`src/shared/isw_map.vh`:
```
/*
 File: register map, bit fields, reset values and timing constants of the
 bus slave with time-out.
 Assumes: included by bare name from the rtl files.
*/
`ifndef ISW_MAP_VH
`define ISW_MAP_VH
// Register byte addresses on APB
`define ISW_ADDR_CTRL0 12'h000
`define ISW_ADDR_STAT 12'h004
`define ISW_ADDR_DATA 12'h008
`define ISW_ADDR_OWN 12'h00c
`define ISW_ADDR_TOC 12'h010
// Module control register fields
`define ISW_C0_MODE_HI 7
`define ISW_C0_MODE_LO 5
`define ISW_C0_EN 1
`define ISW_C0_IE 0
`define ISW_MODE_SLAVE 3'h6
`define ISW_C0_RST 8'he0
// Bus status register fields
`define ISW_ST_HCF 7
`define ISW_ST_AAS 6
`define ISW_ST_BB 5
`define ISW_ST_TX 4
`define ISW_ST_ACK_TO_SEND 3
`define ISW_ST_RW 2
`define ISW_ST_ACK_RECEIVED 0
`define ISW_ST_RST 8'h81
// Time-out control fields
`define ISW_TO_EN 7
`define ISW_TO_FLAG 6
`define ISW_TO_SEL_HI 5
`define ISW_TO_RST 8'h00
// Slow clock divider and bit counts
`define ISW_TO_DIV 5'h1f
`define ISW_BITS_BYTE 4'h8
`define ISW_BIT_ACK 4'h9
`endif

```
`src/rtl/isw_sync.v`:
```
/*
 File: three-stage synchroniser with agreement filter for one pin.
 Assumes: din is asynchronous to clk; rst is synchronous, active high.
*/
module isw_sync (
   input wire clk,
   input wire rst,
   input wire din,
   output reg dout
);
   reg s1_r;
   reg s2_r;
   reg s3_r;
   // First stage feeds only the second; change counts once stages two and three agree
   always @(posedge clk) begin
      if (rst) begin
         s1_r <= 1'b1;
         s2_r <= 1'b1;
         s3_r <= 1'b1;
         dout <= 1'b1;
      end else begin
         s1_r <= din;
         s2_r <= s1_r;
         s3_r <= s2_r;
         if (s2_r == s3_r) begin
            dout <= s3_r;
         end
      end
   end
endmodule // isw_sync

```
`src/rtl/isw_timeout.v`:
```
/*
 File: bus time-out counter, ticking on the slow clock divided by 32.
 Assumes: slow_clk is a pin, sampled through isw_sync; kick restarts.
*/
`include "isw_map.vh"
module isw_timeout (
   input wire clk,
   input wire rst,
   input wire slow_clk,
   input wire run,
   input wire kick,
   input wire [5:0] sel,
   output reg expire
);
   wire slow_s;
   reg slow_d_r;
   reg [4:0] div_r;
   reg [6:0] cnt_r;
   isw_sync u_sync (.clk(clk), .rst(rst), .din(slow_clk), .dout(slow_s));
   // Divide slow clock rising edges by 32, then count sel+1 ticks
   always @(posedge clk) begin
      if (rst) begin
         slow_d_r <= 1'b0;
         div_r <= 5'h00;
         cnt_r <= 7'h00;
         expire <= 1'b0;
      end else begin
         slow_d_r <= slow_s;
         expire <= 1'b0;
         if (!run || kick) begin
            div_r <= 5'h00; // Restart also aligns the prescaler
            cnt_r <= 7'h00;
         end else if (slow_s && !slow_d_r) begin
            div_r <= div_r + 5'h01;
            if (div_r == `ISW_TO_DIV) begin
               cnt_r <= cnt_r + 7'h01;
               if (cnt_r == {1'b0, sel}) begin
                  expire <= 1'b1; // Period (sel+1) x 32 slow clocks
                  cnt_r <= 7'h00;
               end
            end
         end
      end
   end
endmodule // isw_timeout

```
`src/rtl/isw_slave.v`:
```
/*
 File: two-wire bus slave with own address, clock stretching and bus time-out,
 registers reached over APB.
 Assumes: scl/sda are open-drain, resolved outside; slow_clk is the slow
 subsystem clock as a pin; APB master per the usual protocol.
*/
// Local design decisions: the register addresses and the APB interface to the registers.
//
// Overview of operation
// Own 7-bit address in bits 7:1
// Address bit 0 plain storage
// Address register doubles as SPI control 2
// Time-out control bit 7 enables time-out
// Time-out flag sticky until software clears
// Period is (select+1) times 32 slow clocks
// START sets bus busy flag
// Slave never drives START
// Seven address bits MSB first, match interrupts
// Eighth bit latched as read/write flag
// Acknowledge low on ninth clock on match
// Software checks match flag per interrupt
// Hold SCL low until data access
// Software sets transmit select from read/write
// Data bytes eight bits, MSB first
// Receiver drives ack-to-send on ninth clock
// Transmitter releases SDA on missing ack
// Master ack captured into received flag
// Master stops after missing address ack
// Software enables mode 110, address, interrupt
// STOP clears bus busy flag
// Counter starts on match, restarts on SCL fall
// Overflow clears enable, flags, resets status
// Complete flag cleared during byte, set after
// All events share one interrupt line
`include "isw_map.vh"
module isw_slave (
   input wire clk,
   input wire rst,
   input wire psel,
   input wire penable,
   input wire pwrite,
   input wire [11:0] paddr,
   input wire [31:0] pwdata,
   output reg [31:0] prdata,
   output reg pready,
   output reg pslverr,
   input wire scl_in,
   output reg scl_out,
   output reg scl_oe,
   input wire sda_in,
   output reg sda_out,
   output reg sda_oe,
   input wire slow_clk,
   output reg irq
);
   localparam ST_IDLE = 5'b00001;
   localparam ST_ADDR = 5'b00010;
   localparam ST_DATA = 5'b00100;
   localparam ST_ACK = 5'b01000;
   localparam ST_WAIT = 5'b10000;

   reg [7:0] ctrl0_r;
   reg [7:0] data_r;
   reg [7:0] own_r;
   reg [7:0] toc_r;
   reg hcf_r, aas_r, bb_r, htx_r, ack_to_send_r, rw_r, ack_received_r;
   reg [4:0] state_r;
   reg [3:0] bit_r;
   reg [7:0] shift_r;
   reg hold_r;
   reg addr_phase_r;
   reg scl_d_r, sda_d_r;
   wire scl_s, sda_s;
   wire expire;
   wire [7:0] stat_rd;

   isw_sync u_scl (.clk(clk), .rst(rst), .din(scl_in), .dout(scl_s));
   isw_sync u_sda (.clk(clk), .rst(rst), .din(sda_in), .dout(sda_s));

   // Bus conditions from filtered pins
   wire enabled = ctrl0_r[`ISW_C0_EN] && ctrl0_r[`ISW_C0_MODE_HI:`ISW_C0_MODE_LO] == `ISW_MODE_SLAVE;
   wire scl_rise = scl_s && !scl_d_r;
   wire scl_fall = !scl_s && scl_d_r;
   wire start_c = scl_s && scl_d_r && sda_d_r && !sda_s;
   wire stop_c = scl_s && scl_d_r && !sda_d_r && sda_s;
   wire acc = psel && penable && pready;
   wire wr = acc && pwrite;
   wire rd = acc && !pwrite;
   wire data_acc = acc && paddr == `ISW_ADDR_DATA;
   wire to_run = toc_r[`ISW_TO_EN] && bb_r && (aas_r || !addr_phase_r);

   isw_timeout u_to (.clk(clk), .rst(rst), .slow_clk(slow_clk), .run(to_run),
      .kick(scl_fall), .sel(toc_r[`ISW_TO_SEL_HI:0]), .expire(expire));

   assign stat_rd = {hcf_r, aas_r, bb_r, htx_r, ack_to_send_r, rw_r, 1'b0, ack_received_r};

   // Register bus: one wait-free access phase, unmapped reads zero with error
   always @(posedge clk) begin
      if (rst) begin
         pready <= 1'b0;
         pslverr <= 1'b0;
         prdata <= 32'h00000000;
      end else begin
         pready <= psel && !penable;
         pslverr <= 1'b0;
         if (psel && !penable) begin
            prdata <= 32'h00000000;
            case (paddr)
               `ISW_ADDR_CTRL0: prdata <= {24'h000000, ctrl0_r};
               `ISW_ADDR_STAT: prdata <= {24'h000000, stat_rd};
               `ISW_ADDR_DATA: prdata <= {24'h000000, data_r};
               `ISW_ADDR_OWN: prdata <= {24'h000000, own_r}; // Shared with SPI control 2
               `ISW_ADDR_TOC: prdata <= {24'h000000, toc_r};
               default: pslverr <= 1'b1;
            endcase
         end
      end
   end

   // Software registers; time-out flag set wins over clear
   always @(posedge clk) begin
      if (rst) begin
         ctrl0_r <= `ISW_C0_RST;
         own_r <= 8'h00;
         toc_r <= `ISW_TO_RST;
      end else begin
         if (wr && paddr == `ISW_ADDR_CTRL0) ctrl0_r <= pwdata[7:0];
         if (wr && paddr == `ISW_ADDR_OWN) own_r <= pwdata[7:0]; // Bit 0 stored only
         if (wr && paddr == `ISW_ADDR_TOC) toc_r <= pwdata[7:0];
         if (expire) begin
            toc_r[`ISW_TO_EN] <= 1'b0;
            toc_r[`ISW_TO_FLAG] <= 1'b1;
         end
      end
   end

   // Protocol engine; stretching lets software pace each byte
   always @(posedge clk) begin
      if (rst || expire || !enabled) begin
         hcf_r <= 1'b1;
         aas_r <= 1'b0;
         bb_r <= 1'b0;
         rw_r <= 1'b0;
         ack_received_r <= 1'b1;
         state_r <= ST_IDLE;
         bit_r <= 4'h0;
         shift_r <= 8'h00;
         hold_r <= 1'b0;
         addr_phase_r <= 1'b0;
         sda_out <= 1'b0;
         sda_oe <= 1'b0;
         scl_out <= 1'b0;
         scl_oe <= 1'b0;
         scl_d_r <= 1'b1;
         sda_d_r <= 1'b1;
         if (rst) begin
            htx_r <= 1'b0;
            ack_to_send_r <= 1'b0;
            data_r <= 8'h00;
         end else if (expire) begin
            htx_r <= 1'b0; // Status back to its reset state
            ack_to_send_r <= 1'b0;
         end
      end else begin
         scl_d_r <= scl_s;
         sda_d_r <= sda_s;
         if (wr && paddr == `ISW_ADDR_STAT) begin
            htx_r <= pwdata[`ISW_ST_TX];
            ack_to_send_r <= pwdata[`ISW_ST_ACK_TO_SEND];
         end
         if (wr && paddr == `ISW_ADDR_DATA) data_r <= pwdata[7:0];
         // Data access releases the stretched clock
         if (data_acc && hold_r) begin
            hold_r <= 1'b0;
            scl_oe <= 1'b0;
         end
         if (stop_c) begin
            bb_r <= 1'b0;
            state_r <= ST_IDLE;
            sda_oe <= 1'b0;
            aas_r <= 1'b0;
            addr_phase_r <= 1'b0;
         end else if (start_c) begin
            bb_r <= 1'b1; // Only detected, never driven
            state_r <= ST_ADDR;
            bit_r <= 4'h0;
            aas_r <= 1'b0;
            addr_phase_r <= 1'b1;
            sda_oe <= 1'b0;
         end else begin
            case (state_r)
               ST_ADDR, ST_DATA: begin
                  if (scl_rise && !(state_r == ST_DATA && htx_r)) begin
                     shift_r <= {shift_r[6:0], sda_s}; // MSB first
                     bit_r <= bit_r + 4'h1;
                  end
                  if (scl_rise && state_r == ST_DATA && htx_r) bit_r <= bit_r + 4'h1;
                  if (scl_fall && state_r == ST_DATA && htx_r && bit_r != `ISW_BITS_BYTE) begin
                     sda_oe <= !shift_r[7] ? 1'b1 : 1'b0; // Drive low bits only
                     shift_r <= {shift_r[6:0], 1'b1};
                  end
                  if (scl_fall && bit_r == `ISW_BITS_BYTE) begin
                     state_r <= ST_ACK;
                     sda_oe <= 1'b0;
                     if (state_r == ST_ADDR) begin
                        rw_r <= shift_r[0];
                        if (shift_r[7:1] == own_r[7:1]) begin
                           aas_r <= 1'b1;
                           sda_oe <= 1'b1; // Address acknowledge
                        end else begin
                           state_r <= ST_IDLE;
                        end
                     end else if (!htx_r) begin
                        data_r <= shift_r;
                        sda_oe <= !ack_to_send_r;
                     end
                  end
                  if (scl_rise && state_r == ST_DATA) hcf_r <= 1'b0;
               end
               ST_ACK: begin
                  if (scl_rise && htx_r && !addr_phase_r) ack_received_r <= sda_s;
                  if (scl_fall) begin
                     sda_oe <= 1'b0;
                     bit_r <= 4'h0;
                     if (!addr_phase_r) hcf_r <= 1'b1; // Byte done
                     if (htx_r && !addr_phase_r && ack_received_r) begin
                        state_r <= ST_WAIT; // Idle SDA until STOP
                     end else begin
                        state_r <= ST_DATA;
                        hold_r <= 1'b1; // Stretch low
                        scl_oe <= 1'b1;
                        if (addr_phase_r && htx_r) aas_r <= 1'b1;
                     end
                     addr_phase_r <= 1'b0;
                  end
               end
               ST_WAIT: sda_oe <= 1'b0;
               default: state_r <= ST_IDLE;
            endcase
            // Load transmit byte when software writes while stretched
            if (state_r == ST_DATA && htx_r && wr && paddr == `ISW_ADDR_DATA && hold_r) begin
               shift_r <= {pwdata[6:0], 1'b1};
               sda_oe <= !pwdata[7];
            end
            if (rd && paddr == `ISW_ADDR_DATA) aas_r <= aas_r && hold_r ? 1'b0 : aas_r;
         end
      end
   end

   // One request line, raised while SCL is stretched after a match or a byte, or by the time-out flag
   reg ev_d_r;
   wire ev_now = aas_r || (hcf_r && bb_r) || toc_r[`ISW_TO_FLAG];
   always @(posedge clk) begin
      if (rst) begin
         ev_d_r <= 1'b0;
         irq <= 1'b0;
      end else begin
         ev_d_r <= ev_now;
         irq <= ctrl0_r[`ISW_C0_IE] && hold_r | toc_r[`ISW_TO_FLAG] ? 1'b1 : 1'b0;
      end
   end
endmodule // isw_slave

```
`config.mk`:
```
export PLATFORM = sky130hd
export DESIGN_NAME = isw_slave
export DESIGN_NICKNAME = d
export VERILOG_FILES = /design/src/rtl/isw_sync.v /design/src/rtl/isw_timeout.v /design/src/rtl/isw_slave.v
export VERILOG_INCLUDE_DIRS = /design/src /design/src/shared
export SDC_FILE = /design/constraint.sdc
export NUM_CORES = 1
export LEC_CHECK = 0
export BUFFER_PORTS_ARGS = -buffer_cell sky130_fd_sc_hd__buf_2
export CAP_MARGIN = 30
export CORE_MARGIN = 3
export CORE_UTILIZATION = 35
export DETAILED_ROUTE_END_ITERATION = 7
export PLACE_DENSITY = 0.65
export SYNTH_ARGS = -nofsm -noshare
export SYNTH_HDL_FRONTEND = slang
export SYNTH_SLANG_ARGS = --single-unit
```
`constraint.sdc`:
```
create_clock -name clk -period 2.4 [get_ports clk]
set_input_delay 0.48 -clock clk [delete_from_list [all_inputs] [get_ports clk]]
set_output_delay 0.48 -clock clk [all_outputs]
set_load 0.02 [all_outputs]
```
Yosys cells after proc, flatten, opt, wreduce, memory -nomap -nowiden
Cells that the tools add are included.
Cells by class
  add/sub/neg operators: 3
  reduce and logical (&&, ||, !) cells: 90
  equality and inequality tests: 36
  bitwise logic cells: 7
  mux-type cells: 74
Operators by type and width (count)
  $mux W8: 13
  $mux W1: 43
  $logic_and A1 B1 Y1: 42
  $pmux W8 S5: 1
  $ne A3 B3 Y1 const B: 9
  $eq A12 B4 Y1 const B: 2
  $mux W4: 6
  $mux W5: 3
  $pmux W5 S3: 1
  $mux W7: 2
  $logic_not A1 Y1: 13
  $eq A12 B3 Y1 const B: 1
  $eq A12 B5 Y1 const B: 1
  $logic_not A12 Y1: 1
  $ne A2 B2 Y1 const B: 6
  $ne A4 B4 Y1 const B: 3
  $reduce_and A4 Y1: 3
  $reduce_bool A2 Y1: 6
  $eq A5 B5 Y1 const B: 2
  $reduce_or A2 Y1: 5
  $reduce_and A3 Y1: 3
  $reduce_bool A3 Y1: 3
  $pmux W4 S2: 1
  $reduce_and A8 Y1: 1
  other kinds (26): 39
Storage, ports and cells
  flip-flop bits (word level): 123

Depth between registers and ports, before layout
  word-level depth: 12
  gate-level depth with buffers: 9

By module
Synthesis repeated with hierarchy kept, for this count alone.
Unflattened totals
  cells, all modules: 532
  area total of the unflattened synthesis: 4843.4 um^2
Modules (own cells, without submodules)
  isw_slave: area each 3826.2 um^2, cells each 434, seq. area each 1561.5 um^2, times used 1
  isw_timeout: area each 671.9 um^2, cells each 68, seq. area each 280.3 um^2, times used 1
  isw_sync: area each 115.1 um^2, cells each 10, seq. area each 80.1 um^2, times used 3

Least setup slack after synthesis
OpenSTA, ideal clock, no wires.
  path type: input port to flip-flop
  from: input paddr[0]
  to: register data_r[0], data pin
  path slack: -0.006 ns
  arrival: 2.129 ns
  buffers on the path: 3
  stages: 8
  required time: 2.123 ns
  library setup time: 0.277 ns
  cells stage by stage: or4_1 -> buf_6 -> nor4_4 -> buf_6 -> and2_4 -> buf_8 -> mux2i_1 -> a211oi_2
Between the ends
  word-level cells in the longest chain between the ends: 10
RTL lines
  start, declared: line isw_slave.v:42  | input wire [11:0] paddr,
  $eq A12 B4 Y1 *
  $logic_and A1 B1 Y1 (no source line) *
  $mux W8 *: line isw_slave.v:171  | if (wr && paddr == `ISW_ADDR_DATA) data_r <= pwdata[7:0];
  $mux W8: line isw_slave.v:213  | end else if (!htx_r) begin
  $mux W8: line isw_slave.v:205  | if (state_r == ST_ADDR) begin
  $mux W8: line isw_slave.v:202  | if (scl_fall && bit_r == `ISW_BITS_BYTE) begin
  $mux W8: line isw_slave.v:191  | case (state_r)
  $mux W8: line isw_slave.v:183  | end else if (start_c) begin
  $mux W8 *: line isw_slave.v:177  | if (stop_c) begin
  $mux W8 *: line isw_slave.v:139  | if (rst || expire || !enabled) begin
  end signal, assigned: line isw_slave.v:171
  end signal, assigned: line isw_slave.v:214  | data_r <= shift_r;
  end, declared: line isw_slave.v:63  | reg [7:0] data_r;
Every way passes the cells marked *; elsewhere a longest branch is shown, timed or not.
A chain may end at the register's enable or synchronous reset.

Worst setup path after layout
  from: register state_r[3]
  to: register data_r[1], data pin
Between the ends
  word-level cells in the longest chain between the ends: 7
  elaborated cells between the ends (all ways): 9
RTL lines
  start, declared: line isw_slave.v:67  | reg [4:0] state_r;
  start signal, assigned: line isw_slave.v:145  | state_r <= ST_IDLE;
  start signal, assigned: line isw_slave.v:179  | state_r <= ST_IDLE;
  start signal, assigned: line isw_slave.v:185  | state_r <= ST_ADDR;
  $eq A5 B2 Y1: line isw_slave.v:191, isw_slave.v:205
  $mux W8: line isw_slave.v:205
  $mux W8: line isw_slave.v:202
  $mux W8 *: line isw_slave.v:191
  $mux W8 *: line isw_slave.v:183
  $mux W8 *: line isw_slave.v:177
  $mux W8 *: line isw_slave.v:139
Marks and branches as above.

==> out/metrics.csv <==
metric,value,unit
num_antenna_cells,0,
hold_viol,0,
hold_buffers,0,
grt_pass1_vias,3871,
initial_core_util,36.0,%
grt_pass1_wl,19900,um
synth.area.mux_share,7.57,%
synthAdderAreaFrac,1.25,%
post-cts-setup-buffers,0,
synthSimpleGateAreaFrac,21.1,%
synth_cells,544,
fin_nets,652,
avgSynthCellArea,9.21,um2
min_period_over_period,92.6,%
ant_nets,0,
drive_above_1_share,21.8,%
peakVddDrop,0.318,mV
die_area,0.0158,mm2
routabilityCongestion,0.954,
cts-root-buf,clkbuf_16,
reg2regPathDepth,6,
synth_edf_count,10,
outcome,"finished, final reports clean",
synth_top_family_by_area,simple AND/OR/NAND/NOR gates,
crit_arrival,2.40,ns
yosys_register_bits,99,
crit_path_start_kind,flop,
n_fill_cell,1359,
multi_input_area,0.00263,mm2
total_power,3420,uW
die_h,126,um
io_pins,91,
grt.overflow.total,0,
vias,4106,
path_class,flop to flop,
synth_seq_area_share,41.6,%
hpwl,9280,um
crit_cells,6,
whs_path_depth,2,
coreArea,0.0139,mm2
timing.setup.tns,0,ns
path_clk_slew,0.07,ns
synth-async-reset-ratio,0,%
grt_usage,15.5,%
antenna_found_initial,0,
critical_path_required,2.58,ns
syn_area,0.00501,mm2
io_buffer_count,40,
rsz0062_at_grt,no,
die_w,126,um
drv_cap,0,
period_needed,2.22,ns
h-tree-depth,3,
drc,0,
dp.cells,764,
wl,12200,um
hold_path_class,input port to flop,
finalInstanceArea,0.00574,mm2
cp_slowest_stage_delay,0.51,ns
critical-path-slowest-cell,or3_1,
place_area,0.00542,mm2
syn2layout_area_growth,14.6,%
tightest_slew,0.640,ns
synth_compound_area_share,16.4,%
final-setup-viol-count,0,
first_pass_iters,5,
register_area,0.00208,mm2
p_leak,0.00233,uW
drt_iter0_drc,277,
p_per_area,595,mW/mm2
finalNonFillerCells,780,
finalMaxSlewViolations,0,
cp_max_fo,16,
wl_per_cell,15.6,um
cts_buffers,9,
cts_tree,built,
via_per_inst,5.26,
clk_latency,0.35,ns
synth_xor_area_share,4.20,%
clk_path_buf_depth,2,
fin_skew,0.00777,ns
grt_max_degree,37,
cts_sinks,99,
synth_flop_cell,dfxtp_1,
fin_util,41.2,%
cp_cell_sequence,"or3_1, nor3b_1, or4_1, buf_4, nor2_1, a211oi_2",
core.rowCount,43,
endpoint_kind,flop,
fmax,450,MHz
yosys_warnings,0,
yosysUniqueCellTypes,64,
slew_headroom,57.3,%
worst-path-buf-inv,1,
critPathTopFamily,simple AND/OR/NAND/NOR gates,
through the flow:
step,setup slack (ns),hold WS (ns)
finish,0.177,0.320
detailed placement,-0.0607,0.392
global route,0.0640,0.309
CTS,0.187,0.305
global placement,-0.0247,0.393
floorplan,-0.000857,0.389
timing repair:
action                                 CTS  global route
setup endpoints to repair                0             1
resized for setup                        0             1
endpoints found under the hold margin    0             0
sequential cells by signal, indices dropped and copies added, names as in the netlist, 4 cells and up:
name,count
data_r,8
u_to.div_r,5
state_r,5
prdata,8
toc_r,8
bit_r,4
own_r,8
shift_r,8
ctrl0_r,8
u_to.cnt_r,7
cell families after synthesis:
logic type / Yosys count
AO/OA/AOI/OAI: 115
XOR/XNOR: 24
adder cells (fa/ha/maj): 5
buffers and inverters: 69
flip-flops: 99
multiplexers: 37
other: 1
AND/OR/NAND/NOR: 194
where the power goes:
part / internal [uW] / total, uW / switching, uW
sequential: 1690 / 1700 / 13.2
combinational: 56.7 / 181 / 125
clock: 902 / 1530 / 632
total: 2650 / 3420 / 770
area by class of cell:
type / instances / share of cell area [%]
multi-input cells: 401 / 45.9
clock buffers: 11 / 4.60
clock inverters: 5 / 1.00
repair buffers: 70 / 7.41
inverters: 14 / 0.915
well taps: 180 / 3.92
flip-flops and latches: 99 / 36.3
cells in the mapped netlist, types with 6 or more instances:
library cell | n | area share [%]
o21ai_0 | 15 | 1.5
inv_1 | 14 | 1.0
nand2b_1 | 10 | 1.2
nand3_1 | 10 | 1.0
mux2_2 | 7 | 1.6
xnor2_1 | 14 | 2.4
o221a_2 | 7 | 1.6
edfxtp_1 | 10 | 6.0
mux2i_1 | 30 | 6.0
clkbuf_1 | 18 | 1.3
nor2b_1 | 7 | 0.87
nor2_1 | 73 | 5.5
a211oi_2 | 6 | 1.5
buf_4 | 27 | 4.0
a211oi_1 | 10 | 1.5
or2_2 | 10 | 1.2
nand2_1 | 29 | 2.2
a22oi_1 | 7 | 1.0
dfxtp_1 | 89 | 36
a221oi_1 | 7 | 1.2
xor2_1 | 10 | 1.7
nor3_1 | 8 | 0.80
a21oi_1 | 36 | 3.6
path summary, 6_finish.rpt:
| check | start | endpoint | slack (ns) |
|---|---|---|---|
| setup / recovery | state_r[3] | data_r[1] | 0.18 |
| hold / removal | sda_in | u_sda.s1_r | 0.32 |
| hold reg to reg | u_to.u_sync.s1_r | u_to.u_sync.s2_r | 0.41 |
| setup reg to reg | state_r[3] | data_r[1] | 0.18 |
placed cells by master, fill, tap and decap left out, types with 3 or more instances in the layout:
cell       count
a211o_1        3
a211oi_1      10
a211oi_2       6
a21boi_0       3
a21oi_1       36
a221oi_1       7
a22oi_1        7
and3_1         4
and3b_1        3
and4_1         3
buf_2         40
buf_4         30
clkbuf_16     10
conb_1        26
dfxtp_1       88
edfxtp_1      10
ha_1           5
inv_1         14
mux2_2         7
mux2i_1       30
nand2_1       29
nand2b_1      10
nand3_1       10
nand3b_1       4
nand4_1        5
nand4b_1       3
nor2_1        73
nor2b_1        7
nor3_1         8
nor4_1         3
nor4_4         3
o21a_1         4
o21ai_0       15
o21bai_1       3
o221a_2        7
or2_2         10
or3_1          3
xnor2_1       14
xor2_1        10
layer usage:
metal	global-route usage (%)	share of wire [%]	vias up
li1	-	-	1984
met1	21.0	46	1957
met2	24.6	46	154
met3	4.37	7.2	11
met4	3.51	0.85	0
met5	0	0	-
Note: power is estimated with default switching activity, not from simulation.
